## src/pkg/afw_regs.vh

```
// Constants for the address forming and implemented-width check block
`ifndef AFW_REGS_VH
`define AFW_REGS_VH

// Address widths
`define AFW_ADDR_W 64
`define AFW_LIN_W 32
`define AFW_PA_W 63
`define AFW_MAP_PA_W 50
`define AFW_BRK_MASK_W 56

// Field positions
`define AFW_ATTR_BIT 63
`define AFW_PA_MSB_FULL 62
`define AFW_PCV_HI 62
`define AFW_PCV_LO 61
`define AFW_PCV_SRC_HI 31
`define AFW_PCV_SRC_LO 30
`define AFW_PPN_LSB 12

// Implemented physical width; must lie between 31 and 62
`define AFW_TOP_PHYS_BIT 6'd49

// Attribute codes driven on the attribute output
`define AFW_ATTR_WBL 1'b0
`define AFW_ATTR_UC 1'b1

// Reference classes
`define AFW_CLS_INSTR 2'h0
`define AFW_CLS_DATA 2'h1
`define AFW_CLS_STACK 2'h2
`define AFW_CLS_LEGACY 2'h3

// Reset values
`define AFW_RST_ADDR 64'h0000000000000000
`define AFW_RST_ALT_TAG 63'h0

// Number of tracked advanced loads
`define AFW_ALT_ENTRIES 8
`define AFW_ALT_IDX_W 3

`endif

```

## src/logic/afw_addr_check.v

```verilog
// Address forming and implemented physical width checker
`timescale 1ns/1ps
// Overview of operation
// - Legacy linear addresses zero extend to 64
// - Pointer conversion maps four sections, regions 0-3
// - Region bits get no carry from add
// - Low 32 bits stay a usable pointer
// - Aliased stores visible to later aliased loads
// - Advanced-load table uses physical tags, stays coherent
// - Shared 63-bit physical space, 50 bits mapped
// - Translation enable bits zero select physical addressing
// - Between 32 and 63 contiguous physical bits
// - Top implemented bit is a fixed constant
// - Bits above top implemented set means unimplemented
// - Bad fetch address traps on last valid
// - Bad data address faults, never reaches memory
// - Platform time-out raises asynchronous machine check
// - Registers and breakpoints keep full widths
// - Insert with bad page number faults
// - Walker abandons insert with bad fields
// - Not-present translations skip page number checks
// - Physical bit 63 selects attribute, then dropped
module afw_addr_check (
    input wire clk,
    input wire srst,
    // Translation enables
    input wire instr_translate_enable,
    input wire data_translate_enable,
    input wire stack_translate_enable,
    // Reference request
    input wire req_valid,
    input wire [1:0] req_class,
    input wire req_is_store,
    input wire req_is_adv_load,
    input wire req_adv_chk,
    input wire [2:0] req_adv_idx,
    input wire req_last_valid_instr,
    input wire [63:0] req_addr,
    input wire [63:0] req_xlat_pa,
    // Pointer conversion request
    input wire pcv_valid,
    input wire pcv_shift_mode,
    input wire [1:0] pcv_shift,
    input wire [63:0] pcv_base,
    input wire [63:0] pcv_offset,
    // Translation inserts
    input wire ins_valid,
    input wire ins_from_walker,
    input wire ins_present,
    input wire ins_rsvd_set,
    input wire [49:0] ins_physical_page_number,
    // Platform time-out
    input wire plat_timeout,
    // Breakpoint register write
    input wire brk_wr,
    input wire [63:0] brk_addr_in,
    input wire [55:0] brk_mask_in,
    // Results
    output reg mem_valid_q,
    output reg [62:0] mem_pa_q,
    output reg phys_attribute_bit_q,
    output reg mem_is_store_q,
    output reg data_fault_q,
    output reg instr_trap_q,
    output reg machine_check_q,
    output reg pcv_valid_q,
    output reg [63:0] pcv_result_q,
    output reg ins_accept_q,
    output reg ins_fault_q,
    output reg walk_abort_q,
    output reg adv_hit_q,
    output reg [63:0] brk_addr_q,
    output reg [55:0] brk_mask_q,
    output reg [5:0] top_phys_bit_position_q
);
`include "afw_regs.vh"

// ****************************************
// Implemented width mask
// ****************************************

    wire [5:0] top_phys_bit_position;
    wire [62:0] unimpl_mask;
    wire [62:0] full_ones;

    // Fixed implementation constant, 62 means fully implemented
    assign top_phys_bit_position = `AFW_TOP_PHYS_BIT;
    assign full_ones = {63{1'b1}};
    // Ones from 62 down to top+1; empty mask when top is 62
    assign unimpl_mask = ~(full_ones >> (6'd62 - top_phys_bit_position));

// ****************************************
// Address forming per reference class
// ****************************************

    reg phys_mode;
    reg [63:0] eff_addr;
    reg [62:0] form_pa;
    reg form_attr;

    // Physical mode when the class's translate enable is clear
    always @* begin
        phys_mode = 1'b0;
        eff_addr = req_addr;
        case (req_class)
            `AFW_CLS_INSTR: begin
                phys_mode = !instr_translate_enable;
            end
            `AFW_CLS_DATA: begin
                phys_mode = !data_translate_enable;
            end
            `AFW_CLS_STACK: begin
                phys_mode = !stack_translate_enable;
            end
            `AFW_CLS_LEGACY: begin
                // Legacy references honour the data enable as well
                phys_mode = !data_translate_enable;
                eff_addr = {32'h00000000, req_addr[31:0]};
            end
            default: begin
                phys_mode = 1'b0;
            end
        endcase
    end

    // In physical mode bit 63 picks the attribute and is discarded from the address
    always @* begin
        if (phys_mode) begin
            form_attr = eff_addr[`AFW_ATTR_BIT];
            form_pa = eff_addr[62:0];
        end else begin
            // Translated: attribute fixed to AFW_ATTR_WBL, address taken from req_xlat_pa
            form_attr = `AFW_ATTR_WBL;
            form_pa = req_xlat_pa[62:0];
        end
    end

    wire pa_bad;
    wire is_instr;

    assign pa_bad = |(form_pa & unimpl_mask);
    assign is_instr = (req_class == `AFW_CLS_INSTR);

// ****************************************
// Reference outcome
// ****************************************

    // Bad addresses never reach memory; fetch traps wait for last valid
    always @(posedge clk) begin
        if (srst) begin
            mem_valid_q <= 1'b0;
            mem_pa_q <= 63'h0;
            phys_attribute_bit_q <= `AFW_ATTR_WBL;
            mem_is_store_q <= 1'b0;
            data_fault_q <= 1'b0;
            instr_trap_q <= 1'b0;
        end else begin
            mem_valid_q <= req_valid && !pa_bad;
            data_fault_q <= req_valid && pa_bad && !is_instr;
            instr_trap_q <= req_valid && pa_bad && is_instr && req_last_valid_instr;
            if (req_valid && !pa_bad) begin
                mem_pa_q <= form_pa;
                phys_attribute_bit_q <= form_attr;
                mem_is_store_q <= req_is_store;
            end
        end
    end

// ****************************************
// Machine check on platform time-out
// ****************************************

    // Sticky until reset; what happens next is up to the core
    always @(posedge clk) begin
        if (srst) begin
            machine_check_q <= 1'b0;
        end else if (plat_timeout) begin
            machine_check_q <= 1'b1;
        end
    end

// ****************************************
// Pointer conversion
// ****************************************

    reg [63:0] pcv_addend;
    wire [63:0] pcv_sum;

    // Shift variant scales the offset before the 32-bit add
    always @* begin
        if (pcv_shift_mode) begin
            // Three-bit count so a shift field of 3 scales by 16, not by 1
            pcv_addend = pcv_offset << ({1'b0, pcv_shift} + 3'd1);
        end else begin
            pcv_addend = pcv_offset;
        end
    end

    afw_ptr_conv u_conv (
        .base(pcv_base),
        .offset(pcv_addend),
        .result(pcv_sum)
    );

    // Low word stays the plain 32-bit pointer
    always @(posedge clk) begin
        if (srst) begin
            pcv_valid_q <= 1'b0;
            pcv_result_q <= `AFW_RST_ADDR;
        end else begin
            pcv_valid_q <= pcv_valid;
            if (pcv_valid) begin
                pcv_result_q <= pcv_sum;
            end
        end
    end

// ****************************************
// Translation insert checking
// ****************************************

    wire [62:0] ins_pa;
    wire ins_bad;

    assign ins_pa = {1'b0, ins_physical_page_number, 12'h000};
    // Not-present entries skip page number and reserved checks
    assign ins_bad = ins_present && ((|(ins_pa & unimpl_mask)) || ins_rsvd_set);

    always @(posedge clk) begin
        if (srst) begin
            ins_accept_q <= 1'b0;
            ins_fault_q <= 1'b0;
            walk_abort_q <= 1'b0;
        end else begin
            ins_accept_q <= ins_valid && !ins_bad;
            ins_fault_q <= ins_valid && !ins_from_walker && ins_bad;
            walk_abort_q <= ins_valid && ins_from_walker && ins_bad;
        end
    end

// ****************************************
// Alias coherence
// ****************************************

    wire alt_alloc;
    wire alt_snoop;
    wire alt_hit;

    // Physical tags make aliased stores kill stale advanced loads
    assign alt_alloc = req_valid && !pa_bad && req_is_adv_load && !req_is_store;
    assign alt_snoop = req_valid && !pa_bad && req_is_store;

    afw_alias_table u_alt (
        .clk(clk),
        .srst(srst),
        .alloc(alt_alloc),
        .alloc_idx(req_adv_idx),
        .alloc_pa(form_pa),
        .snoop(alt_snoop),
        .snoop_pa(form_pa),
        .chk(req_adv_chk),
        .chk_idx(req_adv_idx),
        .chk_hit_q(alt_hit)
    );

    always @(posedge clk) begin
        if (srst) begin
            adv_hit_q <= 1'b0;
        end else begin
            adv_hit_q <= alt_hit;
        end
    end

// ****************************************
// Breakpoint registers and width report
// ****************************************

    // Full widths kept whatever the implemented address width
    always @(posedge clk) begin
        if (srst) begin
            brk_addr_q <= `AFW_RST_ADDR;
            brk_mask_q <= 56'h0;
            top_phys_bit_position_q <= 6'h00;
        end else begin
            top_phys_bit_position_q <= top_phys_bit_position;
            if (brk_wr) begin
                brk_addr_q <= brk_addr_in;
                brk_mask_q <= brk_mask_in;
            end
        end
    end
endmodule

```

## src/logic/afw_ptr_conv.v

```verilog
// Pointer conversion adder for 32-bit swizzled addressing
`timescale 1ns/1ps
module afw_ptr_conv (
    input wire [63:0] base,
    input wire [63:0] offset,
    output wire [63:0] result
);
`include "afw_regs.vh"

    wire [31:0] sum;

    // Only the low word adds; no carry ever reaches the region bits
    assign sum = base[31:0] + offset[31:0];
    // Region bits copied from source, rest of the upper word zeroed
    assign result = {1'b0, base[`AFW_PCV_SRC_HI:`AFW_PCV_SRC_LO], 29'h00000000, sum};
endmodule

```

## src/logic/afw_alias_table.v

```verilog
// Physical-tag table of advanced loads, coherent with physical stores
`timescale 1ns/1ps
module afw_alias_table (
    input wire clk,
    input wire srst,
    input wire alloc,
    input wire [2:0] alloc_idx,
    input wire [62:0] alloc_pa,
    input wire snoop,
    input wire [62:0] snoop_pa,
    input wire chk,
    input wire [2:0] chk_idx,
    output reg chk_hit_q
);
`include "afw_regs.vh"

    reg [62:0] tag_q [0:`AFW_ALT_ENTRIES-1];
    reg [`AFW_ALT_ENTRIES-1:0] vld_q;
    integer i;

    // Tags are physical so any virtual alias of a store kills the entry
    always @(posedge clk) begin
        if (srst) begin
            vld_q <= {`AFW_ALT_ENTRIES{1'b0}};
            chk_hit_q <= 1'b0;
            for (i = 0; i < `AFW_ALT_ENTRIES; i = i + 1) begin
                tag_q[i] <= `AFW_RST_ALT_TAG;
            end
        end else begin
            for (i = 0; i < `AFW_ALT_ENTRIES; i = i + 1) begin
                if (snoop && vld_q[i] && tag_q[i] == snoop_pa) begin
                    vld_q[i] <= 1'b0;
                end
            end
            // Allocation wins over a same-cycle snoop of its own entry
            if (alloc) begin
                tag_q[alloc_idx] <= alloc_pa;
                vld_q[alloc_idx] <= 1'b1;
            end
            chk_hit_q <= chk && vld_q[chk_idx] &&
                !(snoop && tag_q[chk_idx] == snoop_pa);
        end
    end
endmodule

```

## config.mk

```make
export PLATFORM = sky130hd
export DESIGN_NAME = afw_addr_check
export DESIGN_NICKNAME = d
export VERILOG_FILES = /design/src/logic/afw_addr_check.v /design/src/logic/afw_ptr_conv.v /design/src/logic/afw_alias_table.v
export VERILOG_INCLUDE_DIRS = /design/src /design/src/pkg
export SDC_FILE = /design/constraint.sdc
export NUM_CORES = 2
export LEC_CHECK = 0
export ABC_CLOCK_PERIOD_IN_PS = 15900
export BUFFER_PORTS_ARGS = -buffer_cell sky130_fd_sc_hd__buf_2
export CORE_MARGIN = 2
export CORE_UTILIZATION = 55
export DETAILED_ROUTE_END_ITERATION = 8
export PLACE_DENSITY_LB_ADDON = 0.2
export SYNTH_ARGS = -nofsm -noshare
export SYNTH_HDL_FRONTEND = slang
export SYNTH_HIERARCHICAL = 1
export SYNTH_SLANG_ARGS = --single-unit
```

## constraint.sdc

```tcl
create_clock -name clk -period 15.9 [get_ports clk]
set_clock_uncertainty 0.05 [all_clocks]
set_input_delay 1.59 -clock clk [delete_from_list [all_inputs] [get_ports clk]]
set_output_delay 1.59 -clock clk [all_outputs]
set_load 0.05 [all_outputs]
```

### Yosys cells after proc, flatten, opt, wreduce, memory -nomap -nowiden

Memories as Yosys holds them, arrays and structs flattened.
Index checks and enable logic that the tools add are counted.

* output and inout port bits: 264
* memories: 1
* register bits: 243
* input port bits: 451
* memory bits (writable): 504
* word-level logic and storage cells: 121

Memories
* u_alt.tag_q: depth 8, width 63, rd ports 9, clocked after Yosys merged registers in 0, write ports 8, RTL line afw_alias_table.v:17 `` reg [62:0] tag_q [0:`AFW_ALT_ENTRIES-1]; ``

* $lt $le $gt $ge: 2
* shift-type cells: 1
* bitwise logic cells: 1
* reduce and logical (&&, ||, !) cells: 49
* multiplexer cells: 35
* equality and inequality tests: 12
* add/sub/neg operators: 2

Operators with widths (count)
* == test 63 bit: 9
* two-way mux 63 bit: 2
* two-way mux 64 bit: 1
* << shifter 64 x 3 -> 32 bit: 1
* OR reduction 63 bit: 1
* logical AND 1 bit: 34
* adder 32 bit: 1
* two-way mux 32 bit: 1
* two-way mux 1 bit: 25
* OR reduction 13 bit: 1
* OR reduction 12 bit: 1
* zero test 1 bit: 9
* two-way mux 8 bit: 1
* OR 8 bit: 1
* two-way mux 6 bit: 1
* == test 2 bit (second input constant): 2
* less-than comparator 3 x 4 -> 1 bit (second input constant): 1
* adder 2 x 1 -> 3 bit (second input constant): 1
* binary-select mux 1 bit (select 3 bit): 1
* demux 1 bit (select 3 bit): 1
* greater-or-equal comparator 3 x 1 -> 1 bit (second input constant): 1
* two-way mux 3 bit: 1
* one-hot mux 1 bit (3 select lines): 1
* == test 2 x 1 -> 1 bit (second input constant): 1
* other kinds (3): 3

### Depth between registers and ports, before layout

* word-level depth: 14
* mapped depth: 20
* gate-level depth less buffers: 17

### Cells and area by module

The synthesis kept the hierarchy.

By module, submodules not included
* afw_alias_table: area each 29313.1 um2, seq. area each 15314.7 um2, instances 1, cells an instance 2261
* afw_addr_check: area each 12668.4 um2, seq. area each 5185.0 um2, instances 1, cells an instance 1493
* afw_ptr_conv: area each 1969.4 um2, seq. area each 0.0 um2, instances 1, cells an instance 269

### Worst setup path before layout

OpenSTA, ideal clock, no wires.

* path kind: input-to-reg
* start: input port req_class[1]
* end: memory u_alt.tag_q[3][0] (enable)
* slack: 7.079 ns
* data required time: 15.279 ns
* setup time: 0.571 ns
* stages on the path: 10
* path buffers: 2
* arrival: 8.200 ns
* cells stage by stage: mux2_1 buf_2 mux2i_1 a21oi_1 nor4_2 nand3_1 clkbuf_1 nor3b_1 nand3_1 o21ai_0

RTL lines
* start, declared: RTL line afw_addr_check.v:32 `input wire [1:0] req_class,`
* end, declared: RTL line afw_alias_table.v:17

==> metrics.md <==
| Metric | Value |
|---|---|
| Starting Density | `0.5530` |
| Final nets | `4805` |
| Hold_buf cts | `0` |
| Crit start category | `primary input` |
| Placed standard-cell area | `46520 µm²` |
| Crit-path max FO | `52` |
| RSZ-0062 raised after global routing | `false` |
| Post-DP HPWL | `139400 µm` |
| Fin area | `49470 µm²` |
| Placed cell count | `5274` |
| Die width | `282.6 µm` |
| WL final | `188300 µm` |
| Die Ht | `282.6 µm` |
| Violated checks | `capacitance limit, slew limit` |
| Endpoints failing setup | `0` |
| Cts repair resizes | `0` |
| Min-Delay Path Class | `register to register` |
| Worst R2R Path Depth | `6` |
| Crit Path Class | `primary input to register` |
| Synthesized area per cell | `11.18 µm²` |
| Initial antenna violation count | `17` |
| Post-Syn Instances | `3820` |
| Arr. time, crit path | `7.98 ns` |
| Crit. End Element | `register` |
| Fin crit share | `0.4870` |
| Final hold violations | `0` |
| GRT Util Overall | `0.4611` |
| Worst skew pair latency | `0.67 ns` |
| Pin count of the biggest net entering global routing | `174` |
| Vias | `35334` |
| PD cells | `114.5 nW/µm²` |
| Max-slew violations | `2` |
| Final min period | `7.743 ns` |
| Outcome | `complete, but fails checks` |
| I/O Buffers | `608` |
| Number of remaining DRC errors | `0` |
| Post-Layout Cell Count | `5442` |
| Max_cap viols | `1` |
| Tightest Pin Transition | `1.501 ns` |
| Inserted Clock Buffers | `85` |
| Worst Path Required | `16.14 ns` |
| Pre-CTS setup slack | `7.709 ns` |
| FILL cells | `6136` |
| Post-DRT Antenna Nets | `0` |
| # rows | `102` |
| Number of DRC markers in iteration 0 | `5388` |
| Layout cells sized above 1 | `0.2289` |
| Final setup TNS | `0 ns` |
| Hold depth | `1` |
| F_max | `129.1 MHz` |
| CTS Buffer Depth | `3` |
| Pre-Repair DR Iteration Count | `8` |
| Clk root buf | `clkbuf_16` |
| Grt total ovfl | `0` |
| Core box area | `77210 µm²` |
| Peak VDD IR | `0.08696 mV` |
| Worst-path clk slew | `0.06 ns` |
| Final worst setup slack | `8.157 ns` |
| Die area | `79880 µm²` |
| CTS Sinks | `772` |
| WL per Instance | `34.60 µm` |
| Fin util | `0.6407` |
| Leak Pwr | `20.14 nW` |
| Syn. warnings | `6` |
| CTS tree | `done` |
| Synth Cell Area | `42700 µm²` |
| Area grow syn2layout | `15.87%` |
| Buffers inserted by post-CTS timing repair | `0` |
| Vias in the first global route | `32821` |
| IO Count | `715` |
| First-pass GRT wire length | `253100 µm` |
| GP Congestion | `1.115` |
| DR vias/cell | `6.493` |
| Relative slew slack | `-0.02676` |
| H-tree depth | `3` |
==> sequential cells by signal, indices dropped and copies added (netlist names), 8 cells and up <==
signal / flops
brk_addr_q: 64
mem_pa_q: 63
pcv_result_q: 64
u_alt/tag_q: 504
brk_mask_q: 56
u_alt/vld_q: 8
==> metrics by stage <==
step	hold WS [ns]	power, mW
finish	0.4047	5.666
global route	0.4369	5.780
CTS	0.4093	5.617
detailed placement	0.3900	3.592
global placement	0.3807	3.585
floorplan	0.3638	3.096
==> per-layer routing <==
layer,wire length (µm),GRT usage,share of wire
met5,52,0,0.00028
met4,15690,0.3264,0.083
met3,24830,0.1394,0.13
met2,79790,0.6636,0.42
met1,67920,0.5931,0.36
==> report_power, final <==
group          switching (mW)  leakage, nW  total, mW  internal, mW
Clock                   0.888         1.44       2.06          1.17
Combinational           0.886         11.7       1.27         0.389
Sequential             0.0959         6.98       2.33          2.24
==> worst max-delay path, cell delays in order <==
cell and delay, ns:
buf_2 0.15, mux2_1 0.56, o21ai_4 0.21, buf_4 0.31, mux2i_1 0.31, a211oi_4 0.23
buf_4 0.54, nand3_1 0.60, nor3b_1 0.53, nand3_1 0.60, nor3_2 0.83, or2_4 0.64
buf_4 0.66
==> layout make-up <==
| class | count | area [µm²] | share of cell area |
|---|---|---|---|
| Sequential cell | 772 | 20500 | 0.4144 |
| Timing Repair Buffer | 698 | 3782 | 0.07645 |
| Clock inverter | 32 | 361.6 | 0.007309 |
| Multi-Input combinational cell | 2654 | 20520 | 0.4148 |
| Antenna cell | 8 | 20.02 | 0.0004047 |
| Inverter | 110 | 412.9 | 0.008346 |
| Clock buffer | 128 | 2575 | 0.05205 |
| Tap cell | 1040 | 1301 | 0.02630 |
==> cells in the final DEF (no fill, tap or decap), types with 89 or more instances in the layout <==
cell       instances
buf_2            602
and2_1           506
edfxtp_1         504
mux2i_1          320
xnor2_1          287
dfxtp_1          268
nor2_1           256
nand2_1          229
xor2_1           152
mux4_2           125
inv_1             99
clkbuf_16         92
buf_4             89
==> path summary, 6_finish.rpt <==
| path | from | to | slack, ns |
|---|---|---|---|
| setup / recovery | req_class[1] | u_alt/tag_q[1][49] | 8.16 |
| hold / removal | u_alt/chk_hit_q | adv_hit_q | 0.40 |
| setup reg to reg | u_alt/tag_q[5][57] | u_alt/vld_q[5] | 12.38 |
| hold reg to reg | u_alt/chk_hit_q | adv_hit_q | 0.40 |
(Power assumes the default switching activity.)
